[src/csa_pkg.sv]
// csa_pkg: shared types and constants for the command source arbiter
// assumes one scan per clock edge; all command inputs are same-clock logic
package csa_pkg;

    // one-hot ownership codes, highest priority first
    typedef enum logic [5:0] {
        CSA_SRC_HAND  = 6'h20,
        CSA_SRC_MAINT = 6'h10,
        CSA_SRC_OVRD  = 6'h08,
        CSA_SRC_EXT   = 6'h04,
        CSA_SRC_OPER  = 6'h02,
        CSA_SRC_PROG  = 6'h01
    } csa_src_t;

    // ownership flags, same bit order as csa_src_t
    typedef struct packed {
        logic hand;
        logic maint;
        logic ovrd;
        logic ext;
        logic oper;
        logic prog;
    } csa_own_t;

    // every command that can work as a one-shot request
    typedef struct packed {
        logic maint_take;
        logic maint_give;
        logic ext_take;
        logic ext_give;
        logic oper_take;
        logic oper_give;
        logic oper_lock;
        logic oper_unlock;
        logic prog_take;
        logic prog_give;
        logic prog_lock;
        logic prog_unlock;
    } csa_cmd_t;

    // pin inputs that pass the synchroniser
    typedef struct packed {
        logic hand_req;
        logic run_fdbk;
    } csa_pin_t;

    localparam int unsigned CSA_CMD_W      = 12;
    localparam int unsigned CSA_PIN_W      = 2;
    localparam int unsigned CSA_SYNC_DEPTH = 3;

    // reset values
    localparam csa_cmd_t    CSA_CMD_RST    = 12'h000;
    localparam csa_own_t    CSA_OWN_RST    = 6'h00;
    localparam logic [1:0]  CSA_PIN_RST    = 2'h0;
    localparam logic        CSA_BIT_RST    = 1'h0;
    localparam logic        CSA_FIRST_RST  = 1'h1;

endpackage

[src/csa_arbiter.sv]
// csa_arbiter: command source arbiter, one evaluation per clock edge
// assumes command inputs come from logic on clock; hand request and run
// feedback are pins and are synchronised; each clock edge is one scan
`timescale 1ns/1ps
`default_nettype none

// Operation
// - hand request held high makes hand the owner
// - maintenance taken on take command, dropped on give command
// - maintenance take seen flag high only for the scan it arrived
// - override beats a lock only when override_beats_lock is set
// - override request high makes override the owner
// - edge mode: external take and give act once, then get cleared
// - level mode: external take held keeps ownership, give ignored
// - external flag high while external owns the device
// - operator take moves to operator, operator give back to program
// - operator lock locks into operator, unlock removes it
// - lock stops operator and program taking, and override unless allowed
// - selection flag is one for program, zero for operator
// - operator and program flags each high only when that source owns
// - program take moves to program, program give back to operator
// - edge program mode: take and give one-shot, then cleared
// - level program mode: take held keeps program, give ignored
// - program lock locks into program, program unlock removes it
// - edge lock mode: lock acquires and locks, unlock unlocks, both cleared
// - level lock mode: lock held keeps locked, drop unlocks, unlock ignored
// - while in hand the run feedback is tracked for bumpless transfer
// - simultaneous requests resolve by priority, lower ones retained
// - first scan selects program or operator from the power-up setting
module csa_arbiter
    import csa_pkg::*;
(
    input  wire logic     clock,
    input  wire logic     reset,
    input  wire logic     hand_req,
    input  wire logic     run_fdbk,
    input  wire logic     ovrd_req,
    input  wire logic     maint_take_cmd,
    input  wire logic     maint_give_cmd,
    input  wire logic     ext_take_cmd,
    input  wire logic     ext_give_cmd,
    input  wire logic     oper_take_cmd,
    input  wire logic     oper_give_cmd,
    input  wire logic     oper_lock_cmd,
    input  wire logic     oper_unlock_cmd,
    input  wire logic     prog_take_cmd,
    input  wire logic     prog_give_cmd,
    input  wire logic     prog_lock_cmd,
    input  wire logic     prog_unlock_cmd,
    input  wire logic     override_beats_lock,
    input  wire logic     ext_beats_lock,
    input  wire logic     ext_level_mode,
    input  wire logic     prog_level_mode,
    input  wire logic     prog_lock_level_mode,
    input  wire logic     powerup_prog_select,
    output var  csa_own_t owner_flags,
    output var  logic     maint_take_seen_flag,
    output var  logic     prog_oper_locked_flag,
    output var  logic     prog_selected_flag,
    output var  logic     run_tracked_flag,
    output var  csa_cmd_t cmd_clear
);

    // synchronised pins and command edges
    csa_pin_t pin_raw, pin_sync;
    csa_cmd_t cmd_now, cmd_rise, cmd_fall;

    // retained request state
    logic     first_reg, first_next;
    logic     maint_reg, maint_next;
    logic     ext_reg, ext_next;
    logic     sel_reg, sel_next;
    logic     lock_reg, lock_next;
    logic     seen_reg, seen_next;
    logic     track_reg, track_next;
    csa_src_t own_reg, own_next;
    csa_cmd_t clr_reg, clr_next;

    // arbitration helpers
    logic     ovrd_ok;
    logic     ext_ok;
    logic     ext_want;

    // gather pins into one group for the synchroniser
    assign pin_raw.hand_req = hand_req;
    assign pin_raw.run_fdbk = run_fdbk;

    csa_sync #(
        .WIDTH     (CSA_PIN_W)
    ) u_sync (
        .clock     (clock),
        .reset     (reset),
        .pin_in    (pin_raw),
        .level_out (pin_sync)
    );

    // gather commands for edge detection
    always_comb begin
        cmd_now.maint_take  = maint_take_cmd;
        cmd_now.maint_give  = maint_give_cmd;
        cmd_now.ext_take    = ext_take_cmd;
        cmd_now.ext_give    = ext_give_cmd;
        cmd_now.oper_take   = oper_take_cmd;
        cmd_now.oper_give   = oper_give_cmd;
        cmd_now.oper_lock   = oper_lock_cmd;
        cmd_now.oper_unlock = oper_unlock_cmd;
        cmd_now.prog_take   = prog_take_cmd;
        cmd_now.prog_give   = prog_give_cmd;
        cmd_now.prog_lock   = prog_lock_cmd;
        cmd_now.prog_unlock = prog_unlock_cmd;
    end

    csa_edge #(
        .WIDTH    (CSA_CMD_W)
    ) u_edge (
        .clock    (clock),
        .reset    (reset),
        .cmd_in   (cmd_now),
        .rise_out (cmd_rise),
        .fall_out (cmd_fall)
    );

    // maintenance request, retained under higher sources
    always_comb begin
        maint_next = maint_reg;
        seen_next  = cmd_rise.maint_take;
        if (cmd_rise.maint_take) begin
            maint_next = 1'b1;
        end
        if (cmd_rise.maint_give) begin
            maint_next = 1'b0; // release wins a same-scan tie
        end
    end

    // external request in edge or level style
    always_comb begin
        ext_next = ext_reg;
        if (ext_level_mode) begin
            ext_next = ext_take_cmd;
        end else begin
            if (cmd_rise.ext_take) begin
                ext_next = 1'b1;
            end
            if (cmd_rise.ext_give) begin
                ext_next = 1'b0;
            end
        end
    end

    // program/operator selection and lock
    always_comb begin
        sel_next  = sel_reg;
        lock_next = lock_reg;
        if (first_reg) begin
            sel_next  = powerup_prog_select;
            lock_next = 1'b0;
        end else begin
            if (!lock_reg && cmd_rise.oper_take) begin
                sel_next = 1'b0;
            end
            if (!lock_reg && cmd_rise.oper_give) begin
                sel_next = 1'b1;
            end
            if (prog_level_mode) begin
                if (!lock_reg && prog_take_cmd) begin
                    sel_next = 1'b1;
                end
                if (!lock_reg && cmd_fall.prog_take) begin
                    sel_next = 1'b0;
                end
            end else begin
                if (!lock_reg && cmd_rise.prog_take) begin
                    sel_next = 1'b1;
                end
                if (!lock_reg && cmd_rise.prog_give) begin
                    sel_next = 1'b0;
                end
            end
            if (cmd_rise.oper_lock && (!lock_reg || !sel_reg)) begin
                sel_next  = 1'b0;
                lock_next = 1'b1;
            end
            if (cmd_rise.oper_unlock && lock_reg && !sel_reg) begin
                lock_next = 1'b0;
            end
            if (prog_lock_level_mode) begin
                if (prog_lock_cmd && (!lock_reg || sel_reg)) begin
                    sel_next  = 1'b1;
                    lock_next = 1'b1;
                end
                if (cmd_fall.prog_lock && lock_reg && sel_reg) begin
                    lock_next = 1'b0;
                end
            end else begin
                if (cmd_rise.prog_lock && (!lock_reg || sel_reg)) begin
                    sel_next  = 1'b1;
                    lock_next = 1'b1;
                end
                if (cmd_rise.prog_unlock && lock_reg && sel_reg) begin
                    lock_next = 1'b0;
                end
            end
        end
    end

    // clear strobes for commands taken as one-shots
    always_comb begin
        clr_next             = CSA_CMD_RST;
        clr_next.maint_take  = cmd_rise.maint_take;
        clr_next.maint_give  = cmd_rise.maint_give;
        clr_next.oper_take   = cmd_rise.oper_take;
        clr_next.oper_give   = cmd_rise.oper_give;
        clr_next.oper_lock   = cmd_rise.oper_lock;
        clr_next.oper_unlock = cmd_rise.oper_unlock;
        clr_next.ext_take    = cmd_rise.ext_take & ~ext_level_mode;
        clr_next.ext_give    = cmd_rise.ext_give & ~ext_level_mode;
        clr_next.prog_take   = cmd_rise.prog_take & ~prog_level_mode;
        clr_next.prog_give   = cmd_rise.prog_give & ~prog_level_mode;
        clr_next.prog_lock   = cmd_rise.prog_lock & ~prog_lock_level_mode;
        clr_next.prog_unlock = cmd_rise.prog_unlock & ~prog_lock_level_mode;
    end

    // owner arbitration on the freshly updated requests
    always_comb begin
        ovrd_ok  = ovrd_req && (!lock_next || override_beats_lock);
        ext_want = ext_next;
        ext_ok   = ext_want && (!lock_next || ext_beats_lock);
        if (pin_sync.hand_req) begin
            own_next = CSA_SRC_HAND;
        end else if (maint_next) begin
            own_next = CSA_SRC_MAINT;
        end else if (ovrd_ok) begin
            own_next = CSA_SRC_OVRD;
        end else if (ext_ok) begin
            own_next = CSA_SRC_EXT;
        end else if (sel_next) begin
            own_next = CSA_SRC_PROG;
        end else begin
            own_next = CSA_SRC_OPER;
        end
    end

    // run state tracking while hand owns
    always_comb begin
        track_next = track_reg;
        if (pin_sync.hand_req) begin
            track_next = pin_sync.run_fdbk;
        end
        first_next = 1'b0;
    end

    always_ff @(posedge clock or posedge reset) begin
        if (reset) begin
            first_reg <= CSA_FIRST_RST;
            maint_reg <= CSA_BIT_RST;
            ext_reg   <= CSA_BIT_RST;
            sel_reg   <= CSA_BIT_RST;
            lock_reg  <= CSA_BIT_RST;
            seen_reg  <= CSA_BIT_RST;
            track_reg <= CSA_BIT_RST;
            own_reg   <= CSA_SRC_OPER;
            clr_reg   <= CSA_CMD_RST;
        end else begin
            first_reg <= first_next;
            maint_reg <= maint_next;
            ext_reg   <= ext_next;
            sel_reg   <= sel_next;
            lock_reg  <= lock_next;
            seen_reg  <= seen_next;
            track_reg <= track_next;
            own_reg   <= own_next;
            clr_reg   <= clr_next;
        end
    end

    assign owner_flags           = csa_own_t'(own_reg);
    assign maint_take_seen_flag  = seen_reg;
    assign prog_oper_locked_flag = lock_reg;
    assign prog_selected_flag    = sel_reg;
    assign run_tracked_flag      = track_reg;
    assign cmd_clear             = clr_reg;

endmodule
`default_nettype wire

[src/csa_edge.sv]
// csa_edge: rise and fall detection for same-clock command bits
// assumes inputs come from logic on clock; no synchronisation here
`timescale 1ns/1ps
`default_nettype none
module csa_edge
    import csa_pkg::*;
#(
    parameter int unsigned WIDTH = 12
) (
    input  wire logic             clock,
    input  wire logic             reset,
    input  wire logic [WIDTH-1:0] cmd_in,
    output var  logic [WIDTH-1:0] rise_out,
    output var  logic [WIDTH-1:0] fall_out
);
    logic [WIDTH-1:0] prev_reg;
    logic [WIDTH-1:0] prev_next;

    // previous value, compared with the present one
    always_comb begin
        prev_next = cmd_in;
        rise_out  = cmd_in & ~prev_reg;
        fall_out  = ~cmd_in & prev_reg;
    end

    always_ff @(posedge clock or posedge reset) begin
        if (reset) begin
            prev_reg <= '0;
        end else begin
            prev_reg <= prev_next;
        end
    end
endmodule
`default_nettype wire

[src/csa_sync.sv]
// csa_sync: three-stage synchroniser for pin inputs, with agreement filter
// assumes inputs are asynchronous to clock; output changes only when
// stages two and three agree
`timescale 1ns/1ps
`default_nettype none
module csa_sync
    import csa_pkg::*;
#(
    parameter int unsigned WIDTH = 2
) (
    input  wire logic             clock,
    input  wire logic             reset,
    input  wire logic [WIDTH-1:0] pin_in,
    output var  logic [WIDTH-1:0] level_out
);
    logic [WIDTH-1:0] s1_reg, s2_reg, s3_reg, level_reg;
    logic [WIDTH-1:0] level_next;

    // accept a change once the last two stages agree
    always_comb begin
        level_next = level_reg;
        for (int i = 0; i < WIDTH; i++) begin
            if (s2_reg[i] == s3_reg[i]) begin
                level_next[i] = s3_reg[i];
            end
        end
    end

    // first stage feeds only the second
    always_ff @(posedge clock or posedge reset) begin
        if (reset) begin
            s1_reg    <= '0;
            s2_reg    <= '0;
            s3_reg    <= '0;
            level_reg <= '0;
        end else begin
            s1_reg    <= pin_in;
            s2_reg    <= s1_reg;
            s3_reg    <= s2_reg;
            level_reg <= level_next;
        end
    end

    assign level_out = level_reg;
endmodule
`default_nettype wire
[config.mk]
export PLATFORM = sky130hd
export DESIGN_NAME = csa_arbiter
export DESIGN_NICKNAME = d
export VERILOG_FILES = /design/src/csa_pkg.sv /design/src/csa_arbiter.sv /design/src/csa_edge.sv /design/src/csa_sync.sv
export SDC_FILE = /design/constraint.sdc
export NUM_CORES = 1
export LEC_CHECK = 0
export BUFFER_PORTS_ARGS = -buffer_cell sky130_fd_sc_hd__buf_2
export CORE_ASPECT_RATIO = 0.6
export CORE_MARGIN = 2
export CORE_UTILIZATION = 35
export DETAILED_ROUTE_END_ITERATION = 8
export HOLD_SLACK_MARGIN = 0.12
export PLACE_DENSITY = 0.66
export SYNTH_ARGS = -nofsm -noshare
export SYNTH_HDL_FRONTEND = slang
export SYNTH_SLANG_ARGS = --single-unit
[constraint.sdc]
create_clock -name clock -period 1.5 [get_ports clock]
set_input_delay 0 -clock clock [delete_from_list [all_inputs] [get_ports clock]]
set_output_delay 0 -clock clock [all_outputs]
set_load 0.02 [all_outputs]
==> metrics.md, run 1 <==
| Metric | Value |
|---|---|
| Outcome | `finished with violations` |
| Failing checks | `negative setup slack` |
| Clock Tree Buf Depth | `2` |
| Worst min-delay path endpoint | `cmd_clear[5]$_DFF_PP0_` |
| Fin area | `2113 sq um` |
| Clk Latency, worst-skew pair | `0.28 ns` |
| CP Data Arrival Time | `around 1.8 ns` |
| CP required | `roughly 1.7 ns` |
| Fillers | `359` |
| Flops & latches, synth | `44` |
| Initial drt markers | `39` |
| R2r worst-path depth | `5` |
| CTS H-Tree Depth | `2` |
| Layout Skew | `0.003710 ns` |
| Worst Slack Setup Final | `-0.1628 ns` |
| Post-Synthesis Cells | `96` |
| Clock slew at reported path FFs | `~0.070 ns` |
| Unrepaired setup endpoints after global routing | `true` |
| Final min period | `1.663 ns` |
| Reg-to-reg endpoint | `owner_flags[0]$_DFF_PP0_` |
| CTS tree | `built` |
| Unique masters post-synth | `28` |
| Commonest non-fill, non-tap cell in the layout | `buf_2` |
| Fin. Hold Viols | `0` |
| Largest net degree at the start of global routing | `45` |
| Measured slew at the worst slew-check pin | `roughly 0.55 ns` |
| CP endpoint kind | `flip-flop` |
| Mux cell area share after synthesis | `less than 1%` |
| Setup TNS Final | `-0.3730 ns` |
| Crit path launch | `prog_oper_locked_flag$_DFF_PP0_` |
| Pwr dens | `between 1000 and 1500 nW/um^2` |
| Worst Hold Class | `in -> reg` |
| Starting density of the core | `between 30% and 40%` |
| Leak | `1.030 nW` |
| FP Rows | `18` |
| Fin crit share | `110.9%` |
| Slew headroom | `a little under two thirds` |
| Nets | `197` |
| Mean Syn Cell Area | `15.07 sq um` |
| Synthesized area | `around 1400 sq um` |
| Ant diodes | `0` |
| Initial antenna violation count | `0` |
| Final Util | `a little over half` |
| Post-Synth Simple-Gate Area | `13.24%` |
| TritonRoute pass-1 iters | `4` |
| PnR Total Power | `approximately 0.0024 W` |
| Horiz. Die Dim | `between 80 and 90 microns` |
| Final WL | `between 2000 and 3000 microns` |
| Pre-CTS setup slack | `-0.1379 ns` |
| Global-route usage over all layers | `around 14%` |
| Min-Delay Path Depth | `3` |
| Die height | `roughly 54 microns` |
| Vias/cell | `between 4 and 5` |
| FF-to-FF Start | `prog_oper_locked_flag$_DFF_PP0_` |
| CTS root buffer | `clkbuf_8` |
| Worst-path maximum fanout | `4` |
| GPL Wtd Cong | `0.7789` |
| Fmax | `between 600 and 700 MHz` |
| Setup crit start kind | `flip-flop` |
| DRT antenna net count | `0` |
| Main combinational cell family by area after synthesis | `simple AND/OR/NAND/NOR gates` |
| Adder and majority gate portion of the synthesized area | `under 10%` |
| Worst hold start | `oper_lock_cmd` |
| Max IR drop VDD | `between 400 and 500 uV` |
| Post-route DRC violation count | `0` |
| Commonest non-fill, non-tap cells in the layout | `44 x buf_2, 40 x dfrtp_1, 22 x dlygate4sd3_1` |
| Final setup viols | `3` |
| Vias in the first global route | `roughly 1000` |
| Die area | `about 4700 sq um` |
| Synthesized net count | `around 120` |
| Max cap viols | `0` |
| First-pass GRT wire length | `about 4700 microns` |
| P&R area growth vs syn | `46.11%` |
| Clock sinks | `44` |
| XOR/XNOR share of the synthesized area | `0%` |
| Routed vias | `1005` |
| Core Area | `4031 sq um` |
| Synth Area in Compound Gates | `between 6 and 7%` |
| Flop2flop setup slack | `-0.16 ns` |
| Port Buffers | `between 40 and 50` |
| Yosys warning count | `0` |
| Max Slew Vio Count | `0` |
| Sequential area share after synthesis | `76.30%` |
| Worst Path Class, Setup | `reg -> reg` |
| Detailed Place HPWL | `2037 microns` |
| Boundary Pins | `45` |
| WL/cell | `12.90 microns` |
| Gr ovfl total | `0` |
| Cts bufs inserted | `5` |
| Placed cell area | `~1800 sq um` |
| Share of post-route cells with drive strength above 1 | `39.43%` |
-- stage by stage --
stage / hold WS [ns] / cells
floorplan: 0.03143 / 96
global placement: 0.1089 / 194
detailed placement: 0.1098 / 194
CTS: 0.1260 / 224
global route: 0.1446 / 225
finish: 0.1382 / 225
-- worst max path at each step --
stage | endpoint | slack, ns | cells after the start
floorplan | owner_flags[0]$_DFF_PP0_ | -0.11 | 5
detailed placement | owner_flags[0]$_DFF_PP0_ | -0.14 | 5
finish | owner_flags[0]$_DFF_PP0_ | -0.16 | 5
global route | owner_flags[0]$_DFF_PP0_ | -0.22 | 5
CTS | owner_flags[0]$_DFF_PP0_ | -0.14 | 5
global placement | owner_flags[0]$_DFF_PP0_ | -0.07 | 5
-- kinds of logic (layout without fill, tap and decap cells) --
group / count (synthesis) / after routing
AOI/OAI and AO/OA: 13 / 13
adders and majority gates: 2 / 2
buffers and inverters: 6 / 85
DFF: 44 / 44
muxes: 1 / 1
other: 1 / 1
and+or+nand+nor: 29 / 29
-- routing by layer --
metal / vias to the layer above / part of all wire (%) / GRT usage [%] / wire [microns]
met2: 29 / 44 / 20.74 / 1275
met3: 0 / 7.1 / 5.982 / 206
li1: 481 / - / - / -
met1: 495 / 49 / 18.68 / 1422
met5: - / 0 / 0 / 0
met4: 0 / 0 / 3.125 / 0
-- timing repair --
action                                 in CTS  in global routing
pin swaps                                   2                  1
hold buffers                               22                  0
setup endpoints to repair                   4                  5
endpoints found under the hold margin      73                  0
resized for setup                           2                  4
setup buffers                               0                  1
-- cell usage after synthesis, drive strengths merged --
cell type | number | area share (%)
o31ai | 2 | 1.0
or2 | 1 | 0.43
o21ai | 3 | 1.0
o22a | 1 | 0.61
a221oi | 1 | 0.61
maj3 | 2 | 1.4
inv | 5 | 1.3
conb | 1 | 0.26
buf | 1 | 0.52
a31o | 1 | 0.61
dfstp | 2 | 3.6
and3b | 1 | 0.61
nor2b | 6 | 2.6
dfrtp | 42 | 73
or3b | 1 | 0.61
nor3 | 1 | 0.35
o22ai | 1 | 0.43
nand2b | 4 | 1.7
and4bb | 1 | 0.86
o31a | 1 | 0.61
and4b | 1 | 0.69
nor3b | 7 | 3.6
a22o | 1 | 0.61
nor2 | 5 | 1.3
nand4 | 1 | 0.43
mux2 | 1 | 0.78
a21oi | 2 | 0.69
-- layout make-up --
cell class / instances / area [sq um] / share of cell area, %
repair buffers: 72 / 485.5 / 22.97
multi-input cells: 46 / 350.3 / 16.58
well taps: 50 / 62.56 / 2.960
inverters: 5 / 18.77 / 0.8881
clock buffers: 8 / 90.09 / 4.263
flip-flops and latches: 44 / 1106 / 52.34
-- report_power, final --
group / total [W] / leakage [nW] / switching (W) / internal [W]
Clock: 0.000731 / 0.0455 / 0.000355 / 0.000375
Combinational: 0.000331 / 0.449 / 0.000172 / 0.000159
Sequential: 0.00130 / 0.536 / 0.0000328 / 0.00126
-- critical path, cell delays in order, from the launching register on --
cell	delay, ns
dfrtp_2	0.42
or3b_1	0.37
a221oi_2	0.23
o21ai_1	0.09
a22o_1	0.22
and4b_1	0.22
Note: power is estimated with default switching activity, not from simulation.
==> run 2, diff against run 1 <==
==> constraint.sdc (replaced) <==
create_clock -name clock -period 1.5 [get_ports clock]
set_input_delay 0.3 -clock clock [delete_from_list [all_inputs] [get_ports clock]]
set_output_delay 0.3 -clock clock [all_outputs]
set_load 0.02 [all_outputs]
==> run 2 against run 1 <==
The flow still finishes with violations (negative setup slack); sequential cell count unchanged; register-to-register slack better by 0.02 ns; largest cell class unchanged; final area down 7.8%; via count decreased by 7.1%; routed wire length fell by 6.8%; global-route usage fell by 0.65 points; critical endpoint is now owner_flags[1]$_DFF_PP1_; clock power down 5.3%; power decreased by 3.2%.
==> metrics.md, run 2 (synthesis results as in run 1) <==
| Metric | Value |
|---|---|
| Unrepaired setup endpoints after global routing | `true` |
| TritonRoute pass-1 iters | `4 (unchanged)` |
| Vias/cell | `4.448 (-0.43%)` |
| Die area | `4680 sq um (unchanged)` |
| Max IR drop VDD | `577.1 uV (+27%)` |
| Commonest non-fill, non-tap cells in the layout | `44 x buf_2, 40 x dfrtp_1, 7 x nor3b_1` |
| Horiz. Die Dim | `86.99 microns (unchanged)` |
| Final WL | `2706 microns (-6.8%)` |
| Gr ovfl total | `0 (unchanged)` |
| GPL Wtd Cong | `0.8079 (+3.7%)` |
| Worst Slack Setup Final | `-0.1413 ns (+0.02150 ns)` |
| P&R area growth vs syn | `34.78%` |
| Worst min-delay path endpoint | `u_edge.prev_reg[0]$_DFF_PP0_` |
| Worst Hold Class | `in -> reg` |
| Global-route usage over all layers | `13.14% (-0.65 points)` |
| R2r worst-path depth | `5 (unchanged)` |
| Share of post-route cells with drive strength above 1 | `42.50% (+3.1 points)` |
| Vias in the first global route | `903 (-13%)` |
| Hold slack final | `0.1337 ns (-0.004477 ns)` |
| Measured slew at the worst slew-check pin | `0.5790 ns (+0.03050 ns)` |
| Seq. cell area | `1106 sq um (unchanged)` |
| Ant diodes | `0 (unchanged)` |
| Setup TNS Final | `-0.3290 ns (+0.04391 ns)` |
| Clock sinks | `44 (unchanged)` |
| Routed vias | `934 (-7.1%)` |
| CTS root buffer | `clkbuf_8` |
| Leak | `0.9717 nW (-5.7%)` |
| Final Util | `48.36% (-4.1 points)` |
| Final setup viols | `3 (unchanged)` |
| # Post-CTS Setup Buffers | `0 (unchanged)` |
| Min-Delay Path Depth | `1 (-2)` |
| CP endpoint kind | `flip-flop` |
| Fmax | `609.3 MHz (+1.3%)` |
| FF-to-FF Start | `prog_oper_locked_flag$_DFF_PP0_` |
| Critical Path, Cell by Cell | `or3b_4 -> a221oi_2 -> o21ai_1 -> a22o_1 -> and4bb_1` |
| Core Area | `4031 sq um (unchanged)` |
| Initial antenna violation count | `0 (unchanged)` |
| CTS H-Tree Depth | `2 (unchanged)` |
| Detailed Place HPWL | `2041 microns (+0.22%)` |
| Worst Path Class, Setup | `reg -> reg` |
| Worst-path maximum fanout | `5 (+1)` |
| CP required | `1.73 ns (+0.06 ns)` |
| Final min period | `1.641 ns (-0.02149 ns)` |
| Worst hold start | `prog_unlock_cmd` |
| First-pass GRT wire length | `4347 microns (-8.0%)` |
| Layout Skew | `0.008978 ns (+0.005269 ns)` |
| DRT antenna net count | `0 (unchanged)` |
| Port Buffers | `44 (unchanged)` |
| CTS tree | `built` |
| Reg-to-reg endpoint | `owner_flags[1]$_DFF_PP1_` |
| CP Data Arrival Time | `1.87 ns (+0.04 ns)` |
| Boundary Pins | `45 (unchanged)` |
| Clk Latency, worst-skew pair | `0.29 ns (about the same)` |
| WP buf/inv | `0 (unchanged)` |
| Cts bufs inserted | `5 (unchanged)` |
| Fin crit share | `109.4% (-1.4 points)` |
| Failing checks | `negative setup slack` |
| Nets | `182 (-7.6%)` |
| Worst path max stage delay | `0.44 ns (+0.02 ns)` |
| Clock Tree Buf Depth | `2 (unchanged)` |
| Die height | `53.80 microns (unchanged)` |
| Max Slew Vio Count | `0 (unchanged)` |
| Fin. Hold Viols | `0 (unchanged)` |
| Pre-CTS setup slack | `-0.1399 ns (-0.001994 ns)` |
| Initial drt markers | `28 (-28%)` |
| Largest net degree at the start of global routing | `31 (-31%)` |
| Post-route DRC violation count | `0 (unchanged)` |
| Starting density of the core | `35.88% (unchanged)` |
| WL/cell | `12.89 microns (-0.13%)` |
| Slew headroom | `61.16% (-2.3 points)` |
| PnR Total Power | `0.002281 W (-3.2%)` |
| CP delay by family, top | `simple AND/OR/NAND/NOR gates` |
| Max cap viols | `0 (unchanged)` |
| Area of the multi-input gates | `335.3 sq um (-4.3%)` |
| Pwr dens | `1170 nW/um^2 (+4.9%)` |
| Clock slew at reported path FFs | `0.08 ns (about the same)` |
| Slowest-stage cell, CP | `dfrtp_2` |
| Commonest non-fill, non-tap cell in the layout | `buf_2` |
| FP Rows | `18 (unchanged)` |
| Flop2flop setup slack | `-0.14 ns (+0.02 ns)` |
| Fillers | `363 (+1.1%)` |
| Outcome | `finished with violations` |
| Setup crit start kind | `flip-flop` |
run 2: repair_timing:
item / in CTS / in global routing
hold endpoints to repair: 16 / 1
pin swaps: 1 / 1
hold buffers: 5 / 1
endpoints found under the setup margin: 3 / 4
resized for setup: 0 / 3
run 2: stage by stage:
step,cell area (sq um),instances
5_1_grt,1949,210
4_1_cts,1927,209
3_5_place_dp,1795,196
3_3_place_gp,1795,196
2_1_floorplan,1455,96
6_report,1949,210
run 2: where the power goes:
| group | internal, W | leakage, nW | switching (W) |
|---|---|---|---|
| logic | 0.000133 | 0.394 | 0.000157 |
| registers | 0.00126 | 0.536 | 0.0000360 |
| clock network | 0.000327 | 0.0422 | 0.000366 |
| total | 0.00172 | 0.972 | 0.000559 |
run 2: worst max path at each step:
stage,start,to,slack (ns),cells after the start
after detailed placement,prog_oper_locked_flag$_DFF_PP0_,owner_flags[0]$_DFF_PP0_,-0.14,5
after floorplan,prog_oper_locked_flag$_DFF_PP0_,owner_flags[0]$_DFF_PP0_,-0.11,5
after CTS,prog_oper_locked_flag$_DFF_PP0_,owner_flags[1]$_DFF_PP1_,-0.13,5
final,prog_oper_locked_flag$_DFF_PP0_,owner_flags[1]$_DFF_PP1_,-0.14,5
after global routing,prog_oper_locked_flag$_DFF_PP0_,owner_flags[1]$_DFF_PP1_,-0.22,5
after global placement,oper_lock_cmd,owner_flags[2]$_DFF_PP0_,-0.08,7
run 2: metal layers:
| layer | up-vias | global-route usage (%) | part of all wire, % | routed length [microns] |
|---|---|---|---|---|
| li1 | 449 | - | - | - |
| met1 | 449 | 16.92 | 47 | 1268 |
| met2 | 31 | 19.47 | 43 | 1172 |
| met3 | 5 | 5.982 | 8.5 | 229 |
| met4 | 0 | 5.469 | 1.3 | 36 |
| met5 | - | 0 | 0 | 0 |
run 2: worst reg2reg max path, stage by stage (launching register included):
cell	delay [ns]
dfrtp_2	0.44
or3b_4	0.38
a221oi_2	0.23
o21ai_1	0.08
a22o_1	0.20
and4bb_1	0.26
run 2: final cells by class:
class | count | share of cell area [%]
Clock buffer | 7 | 3.915
Clock inverter | 1 | 0.2567
Inverter | 5 | 0.9628
Multi-Input combinational cell | 46 | 17.20
Sequential cell | 44 | 56.74
Tap cell | 50 | 3.209
Timing Repair Buffer | 57 | 17.72
